### src/logic/uart_line_status_pkg.sv
// Register map, field layout and defaults for the UART line status block
package uart_line_status_pkg;

  // Byte offsets on the register bus
  localparam logic [3:0] OFS_DATA        = 4'h0;
  localparam logic [3:0] OFS_CONTROL     = 4'h4;
  localparam logic [3:0] OFS_LINE_STATUS = 4'h8;

  // Control register fields
  localparam int CTRL_FIFO_EN  = 0;
  localparam int CTRL_HOLD_IE  = 1;
  localparam logic [1:0] CTRL_RESET = 2'h0;

  // Line status fields
  localparam int LS_DATA_READY = 0;
  localparam int LS_OVERRUN    = 1;
  localparam int LS_PARITY     = 2;
  localparam int LS_FRAMING    = 3;
  localparam int LS_BREAK      = 4;
  localparam int LS_HOLD_EMPTY = 5;
  localparam int LS_TX_EMPTY   = 6;
  localparam int LS_FIFO_ERR   = 7;

  // Receive entry layout: data in the low byte, error marks above
  localparam int ENTRY_W     = 11;
  localparam int ENTRY_PE    = 8;
  localparam int ENTRY_FE    = 9;
  localparam int ENTRY_BI    = 10;

  // Defaults for sizes and timing
  localparam int FIFO_DEPTH  = 16;
  localparam int BIT_CYCLES  = 868;
  localparam int FRAME_BITS  = 10;

endpackage

### src/logic/entry_fifo.sv
// Synchronous FIFO holding receive or transmit entries
`timescale 1ns/100ps
`default_nettype none

module entry_fifo #(
  parameter int WIDTH = 8,
  parameter int DEPTH = 16
) (
  input  wire logic             clk,
  input  wire logic             reset,
  input  wire logic             push,
  input  wire logic [WIDTH-1:0] push_data,
  input  wire logic             pop,
  output logic      [WIDTH-1:0] head,
  output logic      [$clog2(DEPTH):0] count
);
  localparam int AW = $clog2(DEPTH);

  initial begin
    if (DEPTH < 2 || (1 << AW) != DEPTH || WIDTH < 1) begin
      $error("entry_fifo: DEPTH must be a power of two >= 2");
    end
  end

  typedef struct packed {
    logic [DEPTH-1:0][WIDTH-1:0] mem;
    logic [AW-1:0]               rd;
    logic [AW-1:0]               wr;
    logic [AW:0]                 count;
  } fifo_s;

  fifo_s s;
  fifo_s next_s;
  logic  push_ok;
  logic  pop_ok;

  always_comb begin
    next_s  = s;
    push_ok = push && (s.count != (AW+1)'(DEPTH));
    pop_ok  = pop && (s.count != '0);
    if (push_ok) begin
      next_s.mem[s.wr] = push_data;
      next_s.wr        = s.wr + 1'b1;
    end
    if (pop_ok) begin
      next_s.rd = s.rd + 1'b1;
    end
    next_s.count = s.count + (AW+1)'(push_ok) - (AW+1)'(pop_ok);
  end

  always_ff @(posedge clk) begin
    if (reset) begin
      s <= '0;
    end else begin
      s <= next_s;
    end
  end

  assign head  = s.mem[s.rd];
  assign count = s.count;

endmodule

`default_nettype wire

### src/logic/uart_line_status.sv
// Line status logic of one UART channel with receive and transmit FIFOs
`timescale 1ns/100ps
`default_nettype none

module uart_line_status #(
  parameter int DEPTH      = uart_line_status_pkg::FIFO_DEPTH,
  parameter int BIT_CYCLES = uart_line_status_pkg::BIT_CYCLES,
  parameter int FRAME_BITS = uart_line_status_pkg::FRAME_BITS
) (
  input  wire logic        clk,
  input  wire logic        reset,
  // Avalon-MM slave
  input  wire logic [3:0]  address,
  input  wire logic        read,
  input  wire logic        write,
  input  wire logic [31:0] writedata,
  input  wire logic [3:0]  byteenable,
  output logic      [31:0] readdata,
  output logic             waitrequest,
  // Serial receive pin, watched for break
  input  wire logic        rx_line,
  // Character from the receive shifter, one-cycle pulse
  input  wire logic        rx_char_valid,
  input  wire logic [7:0]  rx_char_data,
  input  wire logic        rx_char_parity_err,
  input  wire logic        rx_char_frame_err,
  // Character handed to the transmit shifter
  output logic             tx_char_valid,
  output logic      [7:0]  tx_char_data,
  input  wire logic        tx_char_ready,
  input  wire logic        shift_empty,
  // Transmit interrupt request, level
  output logic             tx_irq
);
  localparam int CW = $clog2(DEPTH) + 1;
  localparam int EW = uart_line_status_pkg::ENTRY_W;

  initial begin
    if (BIT_CYCLES < 2 || BIT_CYCLES > 65535) begin
      $error("uart_line_status: BIT_CYCLES out of range");
    end
    if (FRAME_BITS < 7 || FRAME_BITS > 15) begin
      $error("uart_line_status: FRAME_BITS out of range");
    end
  end

  typedef struct packed {
    logic        rx_meta;
    logic        rx_sync;
    logic [15:0] bit_cnt;
    logic [3:0]  low_bits;
    logic        brk_armed;
    logic        fifo_en;
    logic        hold_ie;
    logic        overrun;
    logic        head_seen;
    logic        err_ack;
    logic [CW-1:0] err_count;
    logic        load_d;
    logic        ack;
    logic [31:0] rdata;
  } state_s;

  state_s s;
  state_s next_s;

  logic [EW-1:0] rx_head;
  logic [CW-1:0] rx_count;
  logic [7:0]    tx_head;
  logic [CW-1:0] tx_count;

  logic          rx_empty;
  logic          rx_full;
  logic          tx_empty;
  logic          tx_full;
  logic          accept;
  logic          rd_data;
  logic          rd_status;
  logic          wr_data;
  logic          brk_event;
  logic          push_req;
  logic [EW-1:0] push_entry;
  logic          rx_push;
  logic          rx_pop;
  logic          tx_push;
  logic          tx_pop;
  logic          push_err;
  logic          pop_err;
  logic          bit_tick;
  logic [2:0]    head_err;
  logic [7:0]    status;

  // FIFO depth collapses to one entry when FIFOs are off
  always_comb begin
    rx_empty = (rx_count == '0);
    tx_empty = (tx_count == '0);
    if (s.fifo_en) begin
      rx_full = (rx_count == CW'(DEPTH));
      tx_full = (tx_count == CW'(DEPTH));
    end else begin
      rx_full = !rx_empty;
      tx_full = !tx_empty;
    end
  end

  // Bus decode; side effects happen only on the accepting edge
  always_comb begin
    accept    = (read || write) && s.ack;
    rd_data   = accept && read && (address == uart_line_status_pkg::OFS_DATA);
    rd_status = accept && read
              && (address == uart_line_status_pkg::OFS_LINE_STATUS);
    wr_data   = accept && write && byteenable[0]
              && (address == uart_line_status_pkg::OFS_DATA);
  end

  // Break detection on the synchronised line
  always_comb begin
    bit_tick  = !s.rx_sync && (s.bit_cnt == 16'(BIT_CYCLES - 1));
    brk_event = bit_tick && s.brk_armed
              && (s.low_bits == 4'(FRAME_BITS - 1));
  end

  // Receive push selection and overrun
  always_comb begin
    push_req   = brk_event || rx_char_valid;
    push_entry = '0;
    if (brk_event) begin
      push_entry[uart_line_status_pkg::ENTRY_BI] = 1'b1;
    end else begin
      push_entry[7:0] = rx_char_data;
      push_entry[uart_line_status_pkg::ENTRY_FE] = rx_char_frame_err;
      push_entry[uart_line_status_pkg::ENTRY_PE] = rx_char_parity_err;
    end
    rx_push  = push_req && !rx_full;
    rx_pop   = rd_data && !rx_empty;
    push_err = rx_push && (push_entry[EW-1:8] != '0);
    pop_err  = rx_pop && (rx_head[EW-1:8] != '0);
  end

  // Transmit path
  always_comb begin
    tx_push       = wr_data && !tx_full;
    tx_char_valid = !tx_empty;
    tx_pop        = tx_char_valid && tx_char_ready;
    tx_char_data  = tx_head;
  end

  // Status word
  always_comb begin
    head_err = rx_head[EW-1:8] & {3{!s.head_seen && !rx_empty}};
    status   = '0;
    status[uart_line_status_pkg::LS_DATA_READY] = !rx_empty;
    status[uart_line_status_pkg::LS_OVERRUN]    = s.overrun;
    status[uart_line_status_pkg::LS_PARITY]     = head_err[0];
    status[uart_line_status_pkg::LS_FRAMING]    = head_err[1];
    status[uart_line_status_pkg::LS_BREAK]      = head_err[2];
    status[uart_line_status_pkg::LS_HOLD_EMPTY] = tx_empty;
    status[uart_line_status_pkg::LS_TX_EMPTY]   =
      tx_empty && shift_empty && !s.load_d;
    status[uart_line_status_pkg::LS_FIFO_ERR]   =
      (s.err_count != '0) && !s.err_ack;
  end

  always_comb begin
    next_s = s;

    // Two-stage synchroniser for the receive pin
    next_s.rx_meta = rx_line;
    next_s.rx_sync = s.rx_meta;

    // Bit-time divider runs only while the line is low
    if (s.rx_sync) begin
      next_s.bit_cnt   = '0;
      next_s.low_bits  = '0;
      next_s.brk_armed = 1'b1;
    end else if (bit_tick) begin
      next_s.bit_cnt = '0;
      if (s.low_bits != 4'(FRAME_BITS)) begin
        next_s.low_bits = s.low_bits + 4'h1;
      end
      if (brk_event) begin
        next_s.brk_armed = 1'b0;
      end
    end else begin
      next_s.bit_cnt = s.bit_cnt + 16'h1;
    end

    // Bus handshake: one wait cycle, read data captured during it
    next_s.ack = (read || write) && !s.ack;
    if (read && !s.ack) begin
      case (address)
        uart_line_status_pkg::OFS_DATA: begin
          next_s.rdata = {24'h0, rx_empty ? 8'h00 : rx_head[7:0]};
        end
        uart_line_status_pkg::OFS_CONTROL: begin
          next_s.rdata = '0;
          next_s.rdata[uart_line_status_pkg::CTRL_FIFO_EN] = s.fifo_en;
          next_s.rdata[uart_line_status_pkg::CTRL_HOLD_IE] = s.hold_ie;
        end
        uart_line_status_pkg::OFS_LINE_STATUS: begin
          next_s.rdata = {24'h0, status};
        end
        default: begin
          next_s.rdata = '0;
        end
      endcase
    end

    // Control register write; status writes fall through unused
    if (accept && write && byteenable[0]
        && address == uart_line_status_pkg::OFS_CONTROL) begin
      next_s.fifo_en = writedata[uart_line_status_pkg::CTRL_FIFO_EN];
      next_s.hold_ie = writedata[uart_line_status_pkg::CTRL_HOLD_IE];
    end

    // Overrun: a set in the clearing edge wins
    if (push_req && rx_full) begin
      next_s.overrun = 1'b1;
    end else if (rd_status
                 && s.rdata[uart_line_status_pkg::LS_OVERRUN]) begin
      next_s.overrun = 1'b0;
    end

    // Head error marks clear on a status read, rearm on a new head
    if (rx_pop) begin
      next_s.head_seen = 1'b0;
    end else if (rd_status && (s.rdata[4:2] != 3'h0)) begin
      next_s.head_seen = 1'b1;
    end

    // Count of stored entries carrying an error
    next_s.err_count = s.err_count + CW'(push_err) - CW'(pop_err);
    if (push_err) begin
      next_s.err_ack = 1'b0;
    end else if (rd_status
                 && s.rdata[uart_line_status_pkg::LS_FIFO_ERR]) begin
      next_s.err_ack = 1'b1;
    end

    // Shifter shows busy one cycle after a load
    next_s.load_d = tx_pop;
  end

  always_ff @(posedge clk) begin
    if (reset) begin
      s           <= '0;
      s.rx_meta   <= 1'b1;
      s.rx_sync   <= 1'b1;
      s.brk_armed <= 1'b1;
      s.fifo_en   <= uart_line_status_pkg::CTRL_RESET[0];
      s.hold_ie   <= uart_line_status_pkg::CTRL_RESET[1];
    end else begin
      s <= next_s;
    end
  end

  assign readdata    = s.rdata;
  assign waitrequest = (read || write) && !s.ack;
  assign tx_irq      = tx_empty && s.hold_ie;

  entry_fifo #(
    .WIDTH (EW),
    .DEPTH (DEPTH)
  ) rx_fifo (
    .clk       (clk),
    .reset     (reset),
    .push      (rx_push),
    .push_data (push_entry),
    .pop       (rx_pop),
    .head      (rx_head),
    .count     (rx_count)
  );

  entry_fifo #(
    .WIDTH (8),
    .DEPTH (DEPTH)
  ) tx_fifo (
    .clk       (clk),
    .reset     (reset),
    .push      (tx_push),
    .push_data (writedata[7:0]),
    .pop       (tx_pop),
    .head      (tx_head),
    .count     (tx_count)
  );

endmodule

`default_nettype wire

### config.mk
export PLATFORM = sky130hd
export DESIGN_NAME = uart_line_status
export DESIGN_NICKNAME = d
export VERILOG_FILES = /design/src/logic/uart_line_status_pkg.sv /design/src/logic/entry_fifo.sv /design/src/logic/uart_line_status.sv
export SDC_FILE = /design/constraint.sdc
export NUM_CORES = 1
export LEC_CHECK = 0
export BUFFER_PORTS_ARGS = -buffer_cell sky130_fd_sc_hd__buf_2
export CORE_MARGIN = 3
export CORE_UTILIZATION = 50
export DETAILED_ROUTE_END_ITERATION = 10
export GPL_TIMING_DRIVEN = 0
export HOLD_SLACK_MARGIN = 0.03
export PLACE_DENSITY = 0.67
export SETUP_SLACK_MARGIN = 0.5
export SKIP_CTS_REPAIR_TIMING = 1
export SLEW_MARGIN = 25
export SYNTH_ARGS = -nofsm -noshare
export SYNTH_HDL_FRONTEND = slang
export SYNTH_HIERARCHICAL = 1
export SYNTH_SLANG_ARGS = --single-unit
### constraint.sdc
create_clock -name clk -period 9.55 [get_ports clk]
set_clock_uncertainty 0.1 [all_clocks]
set_input_delay 1.91 -clock clk [delete_from_list [all_inputs] [get_ports clk]]
set_output_delay 1.91 -clock clk [all_outputs]
set_load 0.05 [all_outputs]
==> out/qor.yml <==
synth:
  yosys-top-cells-area: "dfxtp_1 (42%), mux2i_1 (17%), mux4_2 (9.7%), nor2_1 (7.5%), buf_4 (2.6%)"
  synth_top_cell_by_area: "dfxtp_1"
  yosys_warnings: 6
  synth.area.mux_share: 0.271
  synth_top_family_by_area: "multiplexers"
  synth_seq_area_share: 0.422
  synthArstFlopShare: 0
  synth_edf_count: 0
  syn_inst: 1671
  synth_top_area_frac: 0.422
  synth.most_common_cell: "dfxtp_1"
  syn_area_per_cell_um2: 10.6
  synth_compound_area_frac: 0.0361
  yosysUniqueCellTypes: 67
  synth_fa_ha_area_frac: 0.0260
  synth_xor_area_frac: 0.0168
  synth_seq_cells: 373
  synth_area_mm2: 0.0177
  ys.flop_type: "dfxtp_1"
  synth_commonest_cells: "dfxtp_1 (373), nor2_1 (355), mux2i_1 (307)"
  synthSimpleGateAreaFrac: 0.163
clocking:
  cts_inserted_buffers: 41
  insertion_delay_ps: 540
  htreeDepth: 2
  root_buffer: "clkbuf_16"
  clkTransAtPathRegs_ps: 60
  tritoncts: "yes"
  cts.sinks: 373
  cts_max_path_buffers: 3
setup_path:
  setup.worst_path.start: "tx_fifo/s[10]"
  startpoint_type: "flip-flop"
  end_kind: "primary output"
  crit_path_max_fanout: 10
  timing.rr.start: "s[49]"
  cp.arrival_ps: 2660
  worst_ep_required_time_ps: 7540
  worst-setup-path-type: "flip-flop to primary output"
timing:
  finalHoldViolCount: 0
  min_period_ps: 4670
  max_freq_mhz: 214
  setup_viol: 0
  rsz0062_at_grt: "false"
  finalCritPeriodShare: 0.489
  tns_ps: 0
  slew_headroom: 0.385
  worstMarginPinSlew_ps: 923
  drv_slew: 0
floorplan:
  start_util: 0.509
  core_mm2: 0.0347
  die-height_um: 194
  core.rowCount: 68
  ios: 101
  fp.dieArea_mm2: 0.0377
  dieWidth_um: 194
cells_and_area:
  layout.cells.non_filler: 2274
  nFillCells: 3011
  area_growth_pct: 13.0
  regArea_mm2: 0.00747
  multiInputGateArea_mm2: 0.00917
  utilization: 0.576
  drive_above_1_share: 0.187
  nets: 1879
detailed_routing:
  drt-vias-per-instance: 5.45
  drc: 0
  drt_iter0_drc: 807
  drtAntennaViolNets: 0
  routed_wl_mm: 43.3
  first_pass_iters: 5
  wl_per_cell_um: 19.0
  num_vias: 12400
hold_path:
  hp-class: "flip-flop to flip-flop"
  hold_path_startpoint: "next_s[65]"
global_routing:
  grt_pass1_wl_mm: 69.1
  grt_pass1_vias: 12400
  grt_antenna_before_repair: 3
  gr-usage-all-layers: 0.227
  grt_overflow: 0
  grt_max_degree: 17
job:
  max-cap-violations: 0
place:
  io_buffer_count: 49
  dpl.hpwl_mm: 31.0
  gp_routability_congestion: 0.891
  dp.cells: 2198
run_status:
  status: "completed"
pwr:
  totalPowerFinal_mw: 4.03
  p_per_area_mw_per_mm2: 202
  ir_worst_vdd_v: 0.000147
  leakage_nw: 7.27
==> cells in the final DEF (no fill, tap or decap), types with 6 or more instances in the layout <==
cell type,instances
xnor2_1,19
buf_2,75
dfxtp_1,373
nor2b_1,25
ha_1,32
nand2_1,45
mux4_2,76
xor2_1,15
clkbuf_8,9
clkbuf_1,70
buf_4,62
nand4_1,7
conb_1,24
clkbuf_16,41
a21oi_1,21
nor3_4,8
clkinv_2,8
nor4b_2,6
nand3_1,18
mux2i_1,307
inv_1,34
nor2_1,355
nor3_1,12
or3_1,10
a22oi_1,41
buf_6,9
nor4b_4,8
o21ai_0,12
==> worst max-delay path, stage by stage (launching register included) <==
cell,delay (ps)
dfxtp_1,330
buf_2,260
clkbuf_1,580
mux4_2,400
a22oi_1,210
nand2_1,110
buf_2,220
==> path summary, 6_finish.rpt <==
path	to	slack (ps)	cells after the start
max	tx_char_data[1]	4880	6
min	s[65]	310	1
max reg2reg	rx_fifo/count[4]	5110	15
min reg2reg	s[65]	310	1
==> power by group <==
part           switching [mW]  internal [mW]  total (mW)
clock                   0.641          0.990        1.63
sequential             0.0413           1.61        1.65
combinational           0.438          0.310       0.748
==> cell families (layout without fill, tap and decap cells) <==
kind of cell / count (synthesis) / count (layout)
buffers and inverters: 198 / 321
AND/OR/NAND/NOR: 551 / 551
AO/OA/AOI/OAI: 95 / 95
multiplexers: 384 / 384
XOR/XNOR: 34 / 34
adder cells (fa/ha/maj): 35 / 35
other: 1 / 26
flip-flops: 373 / 373
==> state kept, by name, summed over array words and instances (netlist names) <==
name and flops:
rx_fifo/s 184, tx_fifo/s 136, s 34, readdata 8
rx_fifo/count 5, tx_fifo/count 5, next_s 1
==> layout make-up <==
cell class                 count  share of cell area
tap                          455              0.0285
clock buffer                  58              0.0586
timing repair buffer          49              0.0123
sequential                   373               0.374
antenna                        2            0.000251
inverter                      34             0.00639
buffer                       164              0.0504
multi-input combinational   1123               0.459
clock inverter                16              0.0108
==> metal layers <==
metal	part of all wire	global-route usage
met5	0.00018	0
met4	0.028	0.0718
met3	0.058	0.0374
met2	0.47	0.377
met1	0.44	0.305
==> per-stage QoR <==
step           setup WS [ps]  instance area, um2  hold WS (ps)
2_1_floorplan           4870               17800           289
3_3_place_gp            4500               18600           293
3_5_place_dp            4430               18600           299
4_1_cts                 4860               20000           313
5_1_grt                 4700               20000           327
6_report                4880               20000           311
Power figures use the tool's default switching activity.
